--- src/core/pclsb_pkg.sv ---
// Shared constants, register map and carrier types for the local sideband block.
package pclsb_pkg;

    localparam int unsigned ADDR_W       = 8;
    localparam int unsigned DATA_W       = 32;

    // Register byte offsets.
    localparam logic [7:0] OFS_COMMAND   = 8'h00;
    localparam logic [7:0] OFS_STATUS    = 8'h04;
    localparam logic [7:0] OFS_CACHE     = 8'h08;
    localparam logic [7:0] OFS_CONTROL   = 8'h0C;
    localparam logic [7:0] OFS_IRQ_STAT  = 8'h10;
    localparam logic [7:0] OFS_IRQ_MASK  = 8'h14;

    // Command register layout.
    localparam int unsigned CMD_W         = 11;
    localparam int unsigned CMD_MIRROR_W  = 10;
    localparam int unsigned CMD_RSVD_POS  = 7;
    localparam int unsigned CMD_IRQDIS_POS = 10;
    localparam logic [10:0] CMD_RESET     = 11'h000;
    localparam logic [10:0] CMD_WR_MASK   = 11'h77F;

    // Status register layout: six sticky error flags.
    localparam int unsigned STAT_W        = 6;
    localparam logic [5:0]  STAT_RESET    = 6'h00;

    // Cache line size register.
    localparam int unsigned CACHE_W       = 8;
    localparam logic [7:0]  CACHE_RESET   = 8'h00;

    // Control register: bit 0 selects the 64-bit local bus.
    localparam int unsigned CTRL_WIDE_POS = 0;
    localparam logic [0:0]  CTRL_RESET    = 1'h0;

    // Interrupt status and mask layout.
    localparam int unsigned IRQ_W         = 4;
    localparam int unsigned IRQ_LOCAL_POS = 0;
    localparam int unsigned IRQ_ABORT_POS = 1;
    localparam int unsigned IRQ_DISC_POS  = 2;
    localparam int unsigned IRQ_RETRY_POS = 3;
    localparam logic [3:0]  IRQ_RESET     = 4'h0;

    // Configuration header range held inside the core.
    localparam logic [7:0]  CFG_HDR_LAST  = 8'h3F;

    // Bus command encodings used by the target decode.
    localparam logic [3:0]  BUS_CMD_SPECIAL = 4'h1;

    // Synchroniser depth for pin inputs.
    localparam int unsigned SYNC_STAGES   = 3;

    // Master-side transfer information from the PCI engine.
    typedef struct packed {
        logic       data_xfer;
        logic       wide_trans;
    } pclsb_master_s;

    // Target-side transaction information from the PCI engine.
    typedef struct packed {
        logic       start;
        logic [3:0] bus_cmd;
        logic       active;
        logic       data_xfer;
        logic [5:0] bar_hit;
        logic       exprom_hit;
        logic       cfg_access;
        logic [7:0] cfg_offset;
    } pclsb_target_s;

    // Termination and pacing requests back to the PCI engine.
    typedef struct packed {
        logic       abort;
        logic       disconnect;
        logic       retry;
        logic       ready;
    } pclsb_term_s;

endpackage : pclsb_pkg

--- src/core/pclsb_sync.sv ---
// Three-stage input synchroniser with a two-stage agreement filter.
`timescale 1ns/1ps
`default_nettype none

module pclsb_sync #(
    parameter logic RESET_VAL = 1'b1
) (
    input  wire logic core_clk,
    input  wire logic reset_n,
    input  wire logic async_in,
    output var  logic sync_out
);

    logic s1_r;
    logic s2_r;
    logic s3_r;
    logic out_r;

    // The first stage feeds only the second; the output moves once stages two and three agree.
    always_ff @(posedge core_clk or negedge reset_n) begin
        if (!reset_n) begin
            s1_r  <= RESET_VAL;
            s2_r  <= RESET_VAL;
            s3_r  <= RESET_VAL;
            out_r <= RESET_VAL;
        end else begin
            s1_r <= async_in;
            s2_r <= s1_r;
            s3_r <= s2_r;
            if (s2_r == s3_r) begin
                out_r <= s3_r;
            end
        end
    end

    assign sync_out = out_r;

endmodule // pclsb_sync

`default_nettype wire

--- src/core/pclsb_local_if.sv ---
// Local sideband interface of the PCI core: strobes, mirrors, interrupt and target controls.
// Operation
// - Drive active-low upper-DWORD master strobe when local bus is 64 bits.
// - Hold active-low wide indication while master transaction uses 64-bit transfers.
// - Local interrupt request asserts INTA only when interrupts are enabled.
// - Present eight-bit cache line size continuously on a local output.
// - Mirror command bits 0 to 9 in place on a ten-bit output.
// - Present status bits 8,11,12,13,14,15 as bits 0 to 5.
// - Local abort request makes the core end the transaction with target abort.
// - Local early end request yields disconnect, or retry when no data moved.
// - Target direction output is high for read, low for write.
// - Access window active on any region hit, capability hit or special cycle.
// - A strobe marks consumed or valid data; back-end advances next clock.
// - Raise extended capability hit for configuration offsets above the header.
//
// Implementation choices: the strobed register port and the address map.
`timescale 1ns/1ps
`default_nettype none

module pclsb_local_if #(
    parameter int unsigned SYNC_STAGES = pclsb_pkg::SYNC_STAGES
) (
    input  wire logic                      core_clk,
    input  wire logic                      reset_n,
    // Register port.
    input  wire logic [7:0]                reg_addr,
    input  wire logic [31:0]               reg_wdata,
    input  wire logic                      reg_wr,
    input  wire logic                      reg_rd,
    output var  logic [31:0]               reg_rdata,
    output var  logic                      irq,
    // PCI engine side.
    input  wire pclsb_pkg::pclsb_master_s  eng_master,
    input  wire pclsb_pkg::pclsb_target_s  eng_target,
    input  wire logic [5:0]                eng_status_set,
    output var  pclsb_pkg::pclsb_term_s    eng_term,
    output var  logic [3:0]                eng_upper_be_n,
    output var  logic                      inta_out,
    output var  logic                      inta_oe,
    // Local master side.
    input  wire logic [3:0]                master_byte_lane_enables_n,
    output var  logic                      master_word_strobe_n,
    output var  logic                      master_upper_dword_strobe_n,
    output var  logic                      master_wide_transfer_n,
    // Local interrupt and configuration mirrors.
    input  wire logic                      local_irq_n,
    output var  logic [7:0]                cache_line_size,
    output var  logic [9:0]                command_mirror,
    output var  logic [5:0]                status_mirror,
    // Local target side.
    input  wire logic                      target_abort_request_n,
    input  wire logic                      target_early_end_request_n,
    input  wire logic                      target_ready_n,
    output var  logic                      target_read_not_write,
    output var  logic                      target_access_window_n,
    output var  logic [3:0]                target_latched_bus_command,
    output var  logic                      extended_cap_hit
);

    // Software-visible state.
    logic [pclsb_pkg::CMD_W-1:0]   command_r;
    logic [pclsb_pkg::STAT_W-1:0]  status_r;
    logic [pclsb_pkg::STAT_W-1:0]  status_nxt;
    logic [pclsb_pkg::CACHE_W-1:0] cache_r;
    logic                          wide_bus_r;
    logic [pclsb_pkg::IRQ_W-1:0]   irq_stat_r;
    logic [pclsb_pkg::IRQ_W-1:0]   irq_stat_nxt;
    logic [pclsb_pkg::IRQ_W-1:0]   irq_mask_r;
    logic [31:0]                   rdata_r;
    logic                          irq_r;

    // Transaction tracking.
    logic                          data_moved_r;
    logic                          term_abort_r;
    logic                          term_disc_r;
    logic                          term_retry_r;
    logic                          term_ready_r;
    logic                          local_irq_sync_n;
    logic                          local_irq_prev_n_r;

    // Registered local outputs.
    logic                          m_strobe_n_r;
    logic                          m_upper_strobe_n_r;
    logic                          m_wide_n_r;
    logic [3:0]                    upper_be_n_r;
    logic                          inta_r;
    logic                          t_rnw_r;
    logic                          t_access_n_r;
    logic [3:0]                    t_cmd_r;
    logic                          cap_hit_r;

    // Address decode.
    wire sel_command = (reg_addr == pclsb_pkg::OFS_COMMAND);
    wire sel_status  = (reg_addr == pclsb_pkg::OFS_STATUS);
    wire sel_cache   = (reg_addr == pclsb_pkg::OFS_CACHE);
    wire sel_control = (reg_addr == pclsb_pkg::OFS_CONTROL);
    wire sel_istat   = (reg_addr == pclsb_pkg::OFS_IRQ_STAT);
    wire sel_imask   = (reg_addr == pclsb_pkg::OFS_IRQ_MASK);

    wire wr_command  = reg_wr && sel_command;
    wire wr_status   = reg_wr && sel_status;
    wire wr_cache    = reg_wr && sel_cache;
    wire wr_control  = reg_wr && sel_control;
    wire wr_istat    = reg_wr && sel_istat;
    wire wr_imask    = reg_wr && sel_imask;

    wire [31:0] rd_mux =
        sel_command ? {21'h0, command_r} :
        sel_status  ? {26'h0, status_r} :
        sel_cache   ? {24'h000000, cache_r} :
        sel_control ? {31'h0, wide_bus_r} :
        sel_istat   ? {28'h0000000, irq_stat_r} :
        sel_imask   ? {28'h0000000, irq_mask_r} :
        32'h00000000;

    // Target decode.
    wire special_cycle = (t_cmd_r == pclsb_pkg::BUS_CMD_SPECIAL);
    wire cfg_beyond_hdr = eng_target.cfg_access &&
                          (eng_target.cfg_offset > pclsb_pkg::CFG_HDR_LAST);
    wire any_hit = (|eng_target.bar_hit) || eng_target.exprom_hit || cap_hit_r;
    wire access_now = eng_target.active && (any_hit || special_cycle);
    wire cmd_is_read = ~eng_target.bus_cmd[0];

    // Termination requests from the local target.
    wire abort_req = eng_target.active && !target_abort_request_n;
    wire early_req = eng_target.active && !target_early_end_request_n && !abort_req;
    wire moved_now = data_moved_r || eng_target.data_xfer;

    // Interrupt gating and events.
    wire irq_enabled = ~command_r[pclsb_pkg::CMD_IRQDIS_POS];
    wire local_irq_rise = local_irq_prev_n_r && !local_irq_sync_n;
    wire [pclsb_pkg::IRQ_W-1:0] irq_events = {
        early_req && !moved_now,
        early_req && moved_now,
        abort_req,
        local_irq_rise
    };

    // Sticky flags: a set in the same cycle as a write-one clear wins.
    always_comb begin
        status_nxt   = status_r;
        irq_stat_nxt = irq_stat_r;
        if (wr_status) begin
            status_nxt = status_nxt & ~reg_wdata[pclsb_pkg::STAT_W-1:0];
        end
        if (wr_istat) begin
            irq_stat_nxt = irq_stat_nxt & ~reg_wdata[pclsb_pkg::IRQ_W-1:0];
        end
        status_nxt   = status_nxt | eng_status_set;
        irq_stat_nxt = irq_stat_nxt | irq_events;
    end

    // The local interrupt pin comes from outside logic of unknown timing.
    pclsb_sync #(
        .RESET_VAL (1'b1)
    ) u_irq_sync (
        .core_clk (core_clk),
        .reset_n  (reset_n),
        .async_in (local_irq_n),
        .sync_out (local_irq_sync_n)
    );

    // Register file.
    always_ff @(posedge core_clk or negedge reset_n) begin
        if (!reset_n) begin
            command_r  <= pclsb_pkg::CMD_RESET;
            cache_r    <= pclsb_pkg::CACHE_RESET;
            wide_bus_r <= pclsb_pkg::CTRL_RESET;
            irq_mask_r <= pclsb_pkg::IRQ_RESET;
        end else begin
            if (wr_command) begin
                command_r <= reg_wdata[pclsb_pkg::CMD_W-1:0] & pclsb_pkg::CMD_WR_MASK;
            end
            if (wr_cache) begin
                cache_r <= reg_wdata[pclsb_pkg::CACHE_W-1:0];
            end
            if (wr_control) begin
                wide_bus_r <= reg_wdata[pclsb_pkg::CTRL_WIDE_POS];
            end
            if (wr_imask) begin
                irq_mask_r <= reg_wdata[pclsb_pkg::IRQ_W-1:0];
            end
        end
    end

    always_ff @(posedge core_clk or negedge reset_n) begin
        if (!reset_n) begin
            status_r   <= pclsb_pkg::STAT_RESET;
            irq_stat_r <= pclsb_pkg::IRQ_RESET;
            rdata_r    <= 32'h00000000;
            irq_r      <= 1'b0;
        end else begin
            status_r   <= status_nxt;
            irq_stat_r <= irq_stat_nxt;
            rdata_r    <= reg_rd ? rd_mux : 32'h00000000;
            irq_r      <= |(irq_stat_nxt & irq_mask_r);
        end
    end

    // Master strobes follow the engine one clock later so that they leave a flop.
    always_ff @(posedge core_clk or negedge reset_n) begin
        if (!reset_n) begin
            m_strobe_n_r       <= 1'b1;
            m_upper_strobe_n_r <= 1'b1;
            m_wide_n_r         <= 1'b1;
            upper_be_n_r       <= 4'hF;
        end else begin
            m_strobe_n_r       <= ~eng_master.data_xfer;
            m_upper_strobe_n_r <= ~(eng_master.data_xfer && eng_master.wide_trans
                                    && wide_bus_r);
            m_wide_n_r         <= ~eng_master.wide_trans;
            upper_be_n_r       <= wide_bus_r ? master_byte_lane_enables_n : 4'hF;
        end
    end

    // Interrupt pin: open drain, driven low only while enabled and requested.
    always_ff @(posedge core_clk or negedge reset_n) begin
        if (!reset_n) begin
            inta_r             <= 1'b0;
            local_irq_prev_n_r <= 1'b1;
        end else begin
            inta_r             <= !local_irq_sync_n && irq_enabled;
            local_irq_prev_n_r <= local_irq_sync_n;
        end
    end

    // Target command latch, direction, access window and capability hit.
    always_ff @(posedge core_clk or negedge reset_n) begin
        if (!reset_n) begin
            t_cmd_r      <= 4'h0;
            t_rnw_r      <= 1'b0;
            t_access_n_r <= 1'b1;
            cap_hit_r    <= 1'b0;
        end else begin
            if (eng_target.start) begin
                t_cmd_r <= eng_target.bus_cmd;
                t_rnw_r <= cmd_is_read;
            end
            t_access_n_r <= ~access_now;
            cap_hit_r    <= cfg_beyond_hdr;
        end
    end

    // Termination: abort outranks an early end; retry only when nothing moved yet.
    always_ff @(posedge core_clk or negedge reset_n) begin
        if (!reset_n) begin
            data_moved_r <= 1'b0;
            term_abort_r <= 1'b0;
            term_disc_r  <= 1'b0;
            term_retry_r <= 1'b0;
            term_ready_r <= 1'b0;
        end else begin
            if (eng_target.start) begin
                data_moved_r <= 1'b0;
            end else if (eng_target.data_xfer) begin
                data_moved_r <= 1'b1;
            end
            term_abort_r <= abort_req;
            term_disc_r  <= early_req && moved_now;
            term_retry_r <= early_req && !moved_now;
            term_ready_r <= eng_target.active && !target_ready_n;
        end
    end

    // Output wiring; every value here except the constant inta_out leaves a flop.
    assign reg_rdata                   = rdata_r;
    assign irq                         = irq_r;
    assign eng_term.abort              = term_abort_r;
    assign eng_term.disconnect         = term_disc_r;
    assign eng_term.retry              = term_retry_r;
    assign eng_term.ready              = term_ready_r;
    assign eng_upper_be_n              = upper_be_n_r;
    assign inta_out                    = 1'b0;
    assign inta_oe                     = inta_r;
    assign master_word_strobe_n        = m_strobe_n_r;
    assign master_upper_dword_strobe_n = m_upper_strobe_n_r;
    assign master_wide_transfer_n      = m_wide_n_r;
    assign cache_line_size             = cache_r;
    assign command_mirror              = command_r[pclsb_pkg::CMD_MIRROR_W-1:0];
    assign status_mirror               = status_r;
    assign target_read_not_write       = t_rnw_r;
    assign target_access_window_n      = t_access_n_r;
    assign target_latched_bus_command  = t_cmd_r;
    assign extended_cap_hit            = cap_hit_r;

endmodule // pclsb_local_if

`default_nettype wire

--- config.mk ---
export PLATFORM = sky130hd
export DESIGN_NAME = pclsb_local_if
export DESIGN_NICKNAME = d
export VERILOG_FILES = /design/src/core/pclsb_pkg.sv /design/src/core/pclsb_sync.sv /design/src/core/pclsb_local_if.sv
export SDC_FILE = /design/constraint.sdc
export NUM_CORES = 1
export LEC_CHECK = 0
export ABC_CLOCK_PERIOD_IN_PS = 1250
export BUFFER_PORTS_ARGS = -buffer_cell sky130_fd_sc_hd__buf_2
export CORE_MARGIN = 5
export CORE_UTILIZATION = 45
export DETAILED_ROUTE_END_ITERATION = 8
export PLACE_DENSITY = 0.76
export RECOVER_POWER = 100
export SLEW_MARGIN = 20
export SYNTH_ARGS = -nofsm -noshare
export SYNTH_HDL_FRONTEND = slang
export SYNTH_SLANG_ARGS = --single-unit
--- constraint.sdc ---
create_clock -name core_clk -period 1.25 [get_ports core_clk]
set_input_delay 0.125 -clock core_clk [delete_from_list [all_inputs] [get_ports core_clk]]
set_output_delay 0.125 -clock core_clk [all_outputs]
set_load 0.05 [all_outputs]
== Word-level counts from Yosys, hierarchy flattened ==
Index checks and enable logic that the tools add are counted.

* Bits in registers: 70
* Bits of input ports: 83
* Logic and storage cells: 92

* $lt $le $gt $ge: 1
* Equal/unequal tests: 7
* Mux-type cells: 12
* Bitwise operators: 13
* Reductions and logical operators: 32

{| class="wikitable"
|+ Operator list
! cell !! count
|-
| $mux W11 || 2
|-
| $mux W4 || 5
|-
| $logic_and A1 B1 Y1 || 18
|-
| $eq A8 B4 Y1 const B || 2
|-
| $eq A8 B5 Y1 const B || 2
|-
| $mux W8 || 2
|-
| $and A4 B4 Y4 || 2
|-
| $eq A8 B3 Y1 const B || 1
|-
| $gt A8 B6 Y1 const B || 1
|-
| $logic_not A8 Y1 || 1
|-
| $and A6 B6 Y6 || 1
|-
| $logic_not A1 Y1 || 6
|-
| $mux W6 || 1
|-
| $not A1 Y1 || 6
|-
| $not A6 Y6 || 1
|-
| $or A6 B6 Y6 || 1
|-
| $reduce_or A6 Y1 || 1
|-
| $eq A4 B1 Y1 const B || 1
|-
| $logic_or A1 B1 Y1 || 4
|-
| $not A4 Y4 || 1
|-
| $or A4 B4 Y4 || 1
|-
| $reduce_or A4 Y1 || 1
|-
| $mux W1 || 2
|-
| $reduce_bool A2 Y1 || 1
|-
| $eq A1 B1 Y1 || 1
|}

== Longest topological paths before layout ==
* Word-level depth: 8
* Gate-level depth with buffers: 6
* Mapped depth without buffers: 4

== Cells and area by module ==
A second synthesis with hierarchy kept.

* Cells, all modules: 268
* Area total of the unflattened synthesis: 3141.8 µm²

{| class="wikitable"
|+ Modules (own cells, without submodules)
! module !! instances !! cells an instance !! area an instance (µm²) !! seq. area each (µm²)
|-
| pclsb_local_if || 1 || 263 || 3025.4 || 1662.8
|-
| pclsb_sync || 1 || 5 || 116.4 || 105.1
|}

== Worst setup path after synthesis ==
OpenSTA, ideal clock, no wires.

* Path type: input to register
* From: input reg_addr[4]
* To: register cache_r (netlist bit cache_line_size[0])
* Library setup time: 0.125 ns
* Arrival: 1.439 ns
* Data required time: 1.125 ns
* Slack: -0.314 ns
* Stages: 5
* Buffers on the path: 1
* Path through: or4_1 > buf_2 > nor3_4 > nand3_4 > mux2_2

* Cells in the longest elaborated chain, start to end: 2

{| class="wikitable"
|+ RTL lines
! what !! RTL line !! text
|-
| from (decl) || pclsb_local_if.sv:26 || <nowiki>input wire logic [7:0] reg_addr,</nowiki>
|-
| $eq A8 B4 Y1 || pclsb_local_if.sv:95 || <nowiki>wire sel_cache = (reg_addr == pclsb_pkg::OFS_CACHE);</nowiki>
|-
| $logic_and A1 B1 Y1 || pclsb_local_if.sv:102 || <nowiki>wire wr_cache = reg_wr && sel_cache;</nowiki>
|-
| to (signal assigned) || pclsb_local_if.sv:167 || <nowiki>cache_r <= pclsb_pkg::CACHE_RESET;</nowiki>
|-
| to (signal assigned) || pclsb_local_if.sv:175 || <nowiki>cache_r <= reg_wdata[pclsb_pkg::CACHE_W-1:0];</nowiki>
|-
| to (decl) || pclsb_local_if.sv:64 || <nowiki>logic [pclsb_pkg::CACHE_W-1:0] cache_r;</nowiki>
|}

Every way passes these cells.
A chain may end at the register's enable or synchronous reset.

== Worst setup path in the final report ==
* From: input reg_addr[4]
* To: register cache_r (netlist bit cache_line_size[2])

The elaborated chain is that of the path after synthesis.

==> metrics.md <==
| Metric | Value |
|---|---|
| Critical Path Start | `reg_addr[4]` |
| Number of cells traversed by the worst hold path | `2` |
| Synth Warn # | `0` |
| Clock sinks | `70` |
| Estimated wirelength of the detail-placed design | `~5500 um` |
| Area enclosed by the die boundary | `a little under 9000 um^2` |
| Worst endpoint data arrival time | `1.55 ns` |
| Clock buffer count from CTS | `9` |
| Number of max-cap violations | `0` |
| Main area contributors after synthesis | `sky130_fd_sc_hd__dfrtp_1 46%, sky130_fd_sc_hd__dfstp_2 11%, sky130_fd_sc_hd__mux2_2 9.8%, sky130_fd_sc_hd__buf_4 8.7%, sky130_fd_sc_hd__nor2b_1 2.0%` |
| Area delta synth->final | `40.2%` |
| Post-Synthesis Mean Instance Area | `12.3 um^2` |
| Worst Reg2Reg Path Length in Cells | `4` |
| Flip-flop and latch count after synthesis | `70` |
| Final-layout setup total negative slack | `-0.472 ns` |
| Leakage power figure | `~2.2 nW` |
| Sw frac | `0.273` |
| Final weighted congestion in routability-driven placement | `between 0.7 and 0.8` |
| Slew at the pin with the worst max-slew slack | `0.847 ns` |
| Antenna diode count | `0` |
| Async set-or-reset flop fraction in the synthesized netlist | `1.00` |
| Final number of setup-violating endpoints | `15` |
| Port Buf Inserts | `about 110` |
| Type of element capturing the critical path | `register` |
| DRT Wirelength | `7770 um` |
| Layout cells sized above 1 | `0.494` |
| Dominant cell by count in the synthesized netlist | `sky130_fd_sc_hd__dfrtp_1` |
| Largest net degree at the start of global routing | `71` |
| Critical Setup Path Class | `input pin to register` |
| Cells after Synth | `between 200 and 300` |
| Register share of total power | `0.430` |
| Width of the die | `between 90 and 100 um` |
| Final antenna-violating net count | `0` |
| Number of antenna violations at the first check in global routing | `0` |
| Worst reg2reg startpoint | `data_moved_r$_DFFE_PN0P_` |
| Clock edge transition at the registers on the reported setup and hold paths | `0.08 ns` |
| Outcome | `complete, but fails checks` |
| Minimum clock period after layout | `between 1 and 1.5 ns` |
| Count of non-filler cells in the finished layout | `489` |
| Max-slew violation count | `0` |
| Core area | `6760 um^2` |
| Post-route fraction of the period consumed by the critical path | `1.05` |
| Internal power component | `between 4 and 5 mW` |
| Vias/cell | `roughly 5` |
| Power density of the placed cells | `~1300 nW/um^2` |
| Row cnt | `30` |
| Synthesized area | `3110 um^2` |
| Post-layout net count | `approximately 500` |
| Violations in the final reports | `negative setup slack` |
| Startpoint Class | `input pin` |
| Overall fraction of global-route tracks in use | `0.183` |
| Rel. slew slack | `0.435` |
| Sequential element share of the synthesized area | `0.568` |
| Die H | `~93 um` |
| Number of distinct library cells after synthesis | `43` |
| Primary FF master, synth | `sky130_fd_sc_hd__dfrtp_1` |
| Maximum level of the CTS H-tree | `3` |
| Number of instances in the placed design | `446` |
| Clock tree root driver cell | `sky130_fd_sc_hd__clkbuf_8` |
| Hold-critical path endpoint | `command_r[10]$_DFFE_PN0P_` |
| Switching power summed over all nets | `roughly 1.5 mW` |
| Clock network fraction of design power | `0.406` |
| Peak VDD IR | `around 0.00056 V` |
| Setup repair after global routing missed its margin | `yes` |
| Final count of hold timing violations | `0` |
| Clock insertion delay at the later pin of the skew report | `roughly 0.35 ns` |
| Synth cell count leaders | `57 x sky130_fd_sc_hd__dfrtp_1, 36 x sky130_fd_sc_hd__buf_4, 27 x sky130_fd_sc_hd__mux2_2` |
| Overall via count from detail_route | `about 2400` |
| Endpoint of the lowest-slack register-to-register path | `irq$_DFF_PN0_` |
| Least setup slack across all paths after layout | `-0.0652 ns` |
| Max Freq | `about 0.76 GHz` |
| Proportion of power drawn by combinational gates | `0.164` |
| Wire length of the first global-routing pass | `roughly 12000 um` |
| Minimum setup slack among reg-to-reg paths | `roughly 0.080 ns` |
| Io pins | `between 150 and 200` |
| Start point of the worst min-delay path | `reg_wdata[10]` |
| Count of flip-flops with a built-in enable after synthesis | `0` |
| Library cell occupying the most area in the post-synthesis netlist | `sky130_fd_sc_hd__dfrtp_1` |
| CTS tree | `built` |
| CP max FO | `8` |
| Hold Path Class | `input pin to register` |
| Starting utilization of the core area | `0.460` |
| Required time at the worst-slack endpoint | `~1.5 ns` |
| Share of Yosys cell area claimed by the top area cell type | `0.459` |
| Via count of the first global-routing pass | `between 2000 and 2500` |
| GRT overflow | `0` |
| Maximum buffer depth of the clock tree | `2` |
| Routed wirelength normalized by instance count | `15.9 um` |
| Dpl ws | `-0.429 ns` |
| Setup Skew | `a little under 0.008 ns` |
| Initial detailed-routing violation count | `about 70` |
| Initial DRT Pass Iterations | `4` |
| Final worst hold slack | `0.0105 ns` |
| Remaining routing DRC violations | `0` |
==> layer usage <==
layer	track usage	part of all wire
met3	0.0394	0.061
met1	0.227	0.39
met4	0.0842	0.019
met5	0	0
met2	0.307	0.53
==> worst max-delay path by stage <==
stage	endpoint	cells after the start
after floorplan	cache_line_size[0]$_DFFE_PN0P_	5
after global placement	cache_line_size[7]$_DFFE_PN0P_	5
after global routing	cache_line_size[2]$_DFFE_PN0P_	5
after CTS	wide_bus_r$_DFFE_PN0P_	6
after detailed placement	cache_line_size[7]$_DFFE_PN0P_	5
final	cache_line_size[2]$_DFFE_PN0P_	5
==> flip-flops by register name, indices dropped and copies added (netlist names), 4 cells and up <==
name	count
irq_mask_r	4
cache_line_size	8
reg_rdata	11
target_latched_bus_command	4
command_r	10
irq_stat_r	4
status_mirror	6
eng_upper_be_n	4
==> layout by cell type, fill, tap and decap left out, types with 4 or more instances in the layout <==
cell type,count
sky130_fd_sc_hd__conb_1,23
sky130_fd_sc_hd__mux2i_1,6
sky130_fd_sc_hd__buf_6,4
sky130_fd_sc_hd__and3_1,4
sky130_fd_sc_hd__nand2_1,9
sky130_fd_sc_hd__o21ai_1,4
sky130_fd_sc_hd__nor2b_1,9
sky130_fd_sc_hd__inv_1,7
sky130_fd_sc_hd__buf_2,51
sky130_fd_sc_hd__nand2b_1,7
sky130_fd_sc_hd__clkbuf_1,5
sky130_fd_sc_hd__buf_4,26
sky130_fd_sc_hd__dlygate4sd3_1,26
sky130_fd_sc_hd__clkbuf_4,4
sky130_fd_sc_hd__nor2_1,9
sky130_fd_sc_hd__dfstp_2,11
sky130_fd_sc_hd__clkbuf_2,44
sky130_fd_sc_hd__mux2_2,25
sky130_fd_sc_hd__clkbuf_8,11
sky130_fd_sc_hd__dfrtp_1,57
sky130_fd_sc_hd__a21o_1,6
==> kinds of logic after synthesis <==
group	count (synthesis)	share of synthesized area
flops	70	0.568
simple gates	66	0.128
buf+inv	49	0.104
compound gates	33	0.0784
mux	33	0.117
fa+ha+maj	1	0.00322
other cells	1	0.00121
==> worst max-delay path, cell delays in order <==
cell and delay [ns]:
sky130_fd_sc_hd__buf_6 0.09, sky130_fd_sc_hd__or4_4 0.58, sky130_fd_sc_hd__nor3_4 0.23, sky130_fd_sc_hd__nand3_4 0.19
sky130_fd_sc_hd__mux2_4 0.33
==> through the flow <==
stage / utilization / power (mW) / cell area (um^2)
2_1_floorplan: - / 3.09 / 3250
3_3_place_gp: 0.559 / 3.30 / 3780
3_5_place_dp: 0.559 / 3.32 / 3780
4_1_cts: 0.642 / 5.70 / 4340
5_1_grt: 0.646 / 5.85 / 4360
6_report: 0.646 / 5.64 / 4360
==> power groups by stage <==
stage	registers (mW)	logic, mW	clock network (mW)
global route	2.44	0.983	2.44
CTS	2.42	0.929	2.35
floorplan	2.64	0.458	0
finish	2.42	0.923	2.29
detailed placement	2.47	0.854	0
global placement	2.46	0.840	0
==> layout make-up <==
type / count / area [um^2]
Sequential cell: 70 / 1770
Fill cell: 568 / 2390
Clock buffer: 11 / 151
Tap cell: 80 / 100
Timing Repair Buffer: 160 / 1020
Clock inverter: 5 / 105
Inverter: 7 / 26.3
Multi-Input combinational cell: 156 / 1190
==> timing repair <==
item	CTS	global route
hold endpoints to repair	82	0
gates resized for setup	12	11
hold buffers	26	0
endpoints found under the setup margin	25	31
pin swaps	0	1
setup buffers	1	1
No activity file was read; power rests on OpenSTA's default activity.
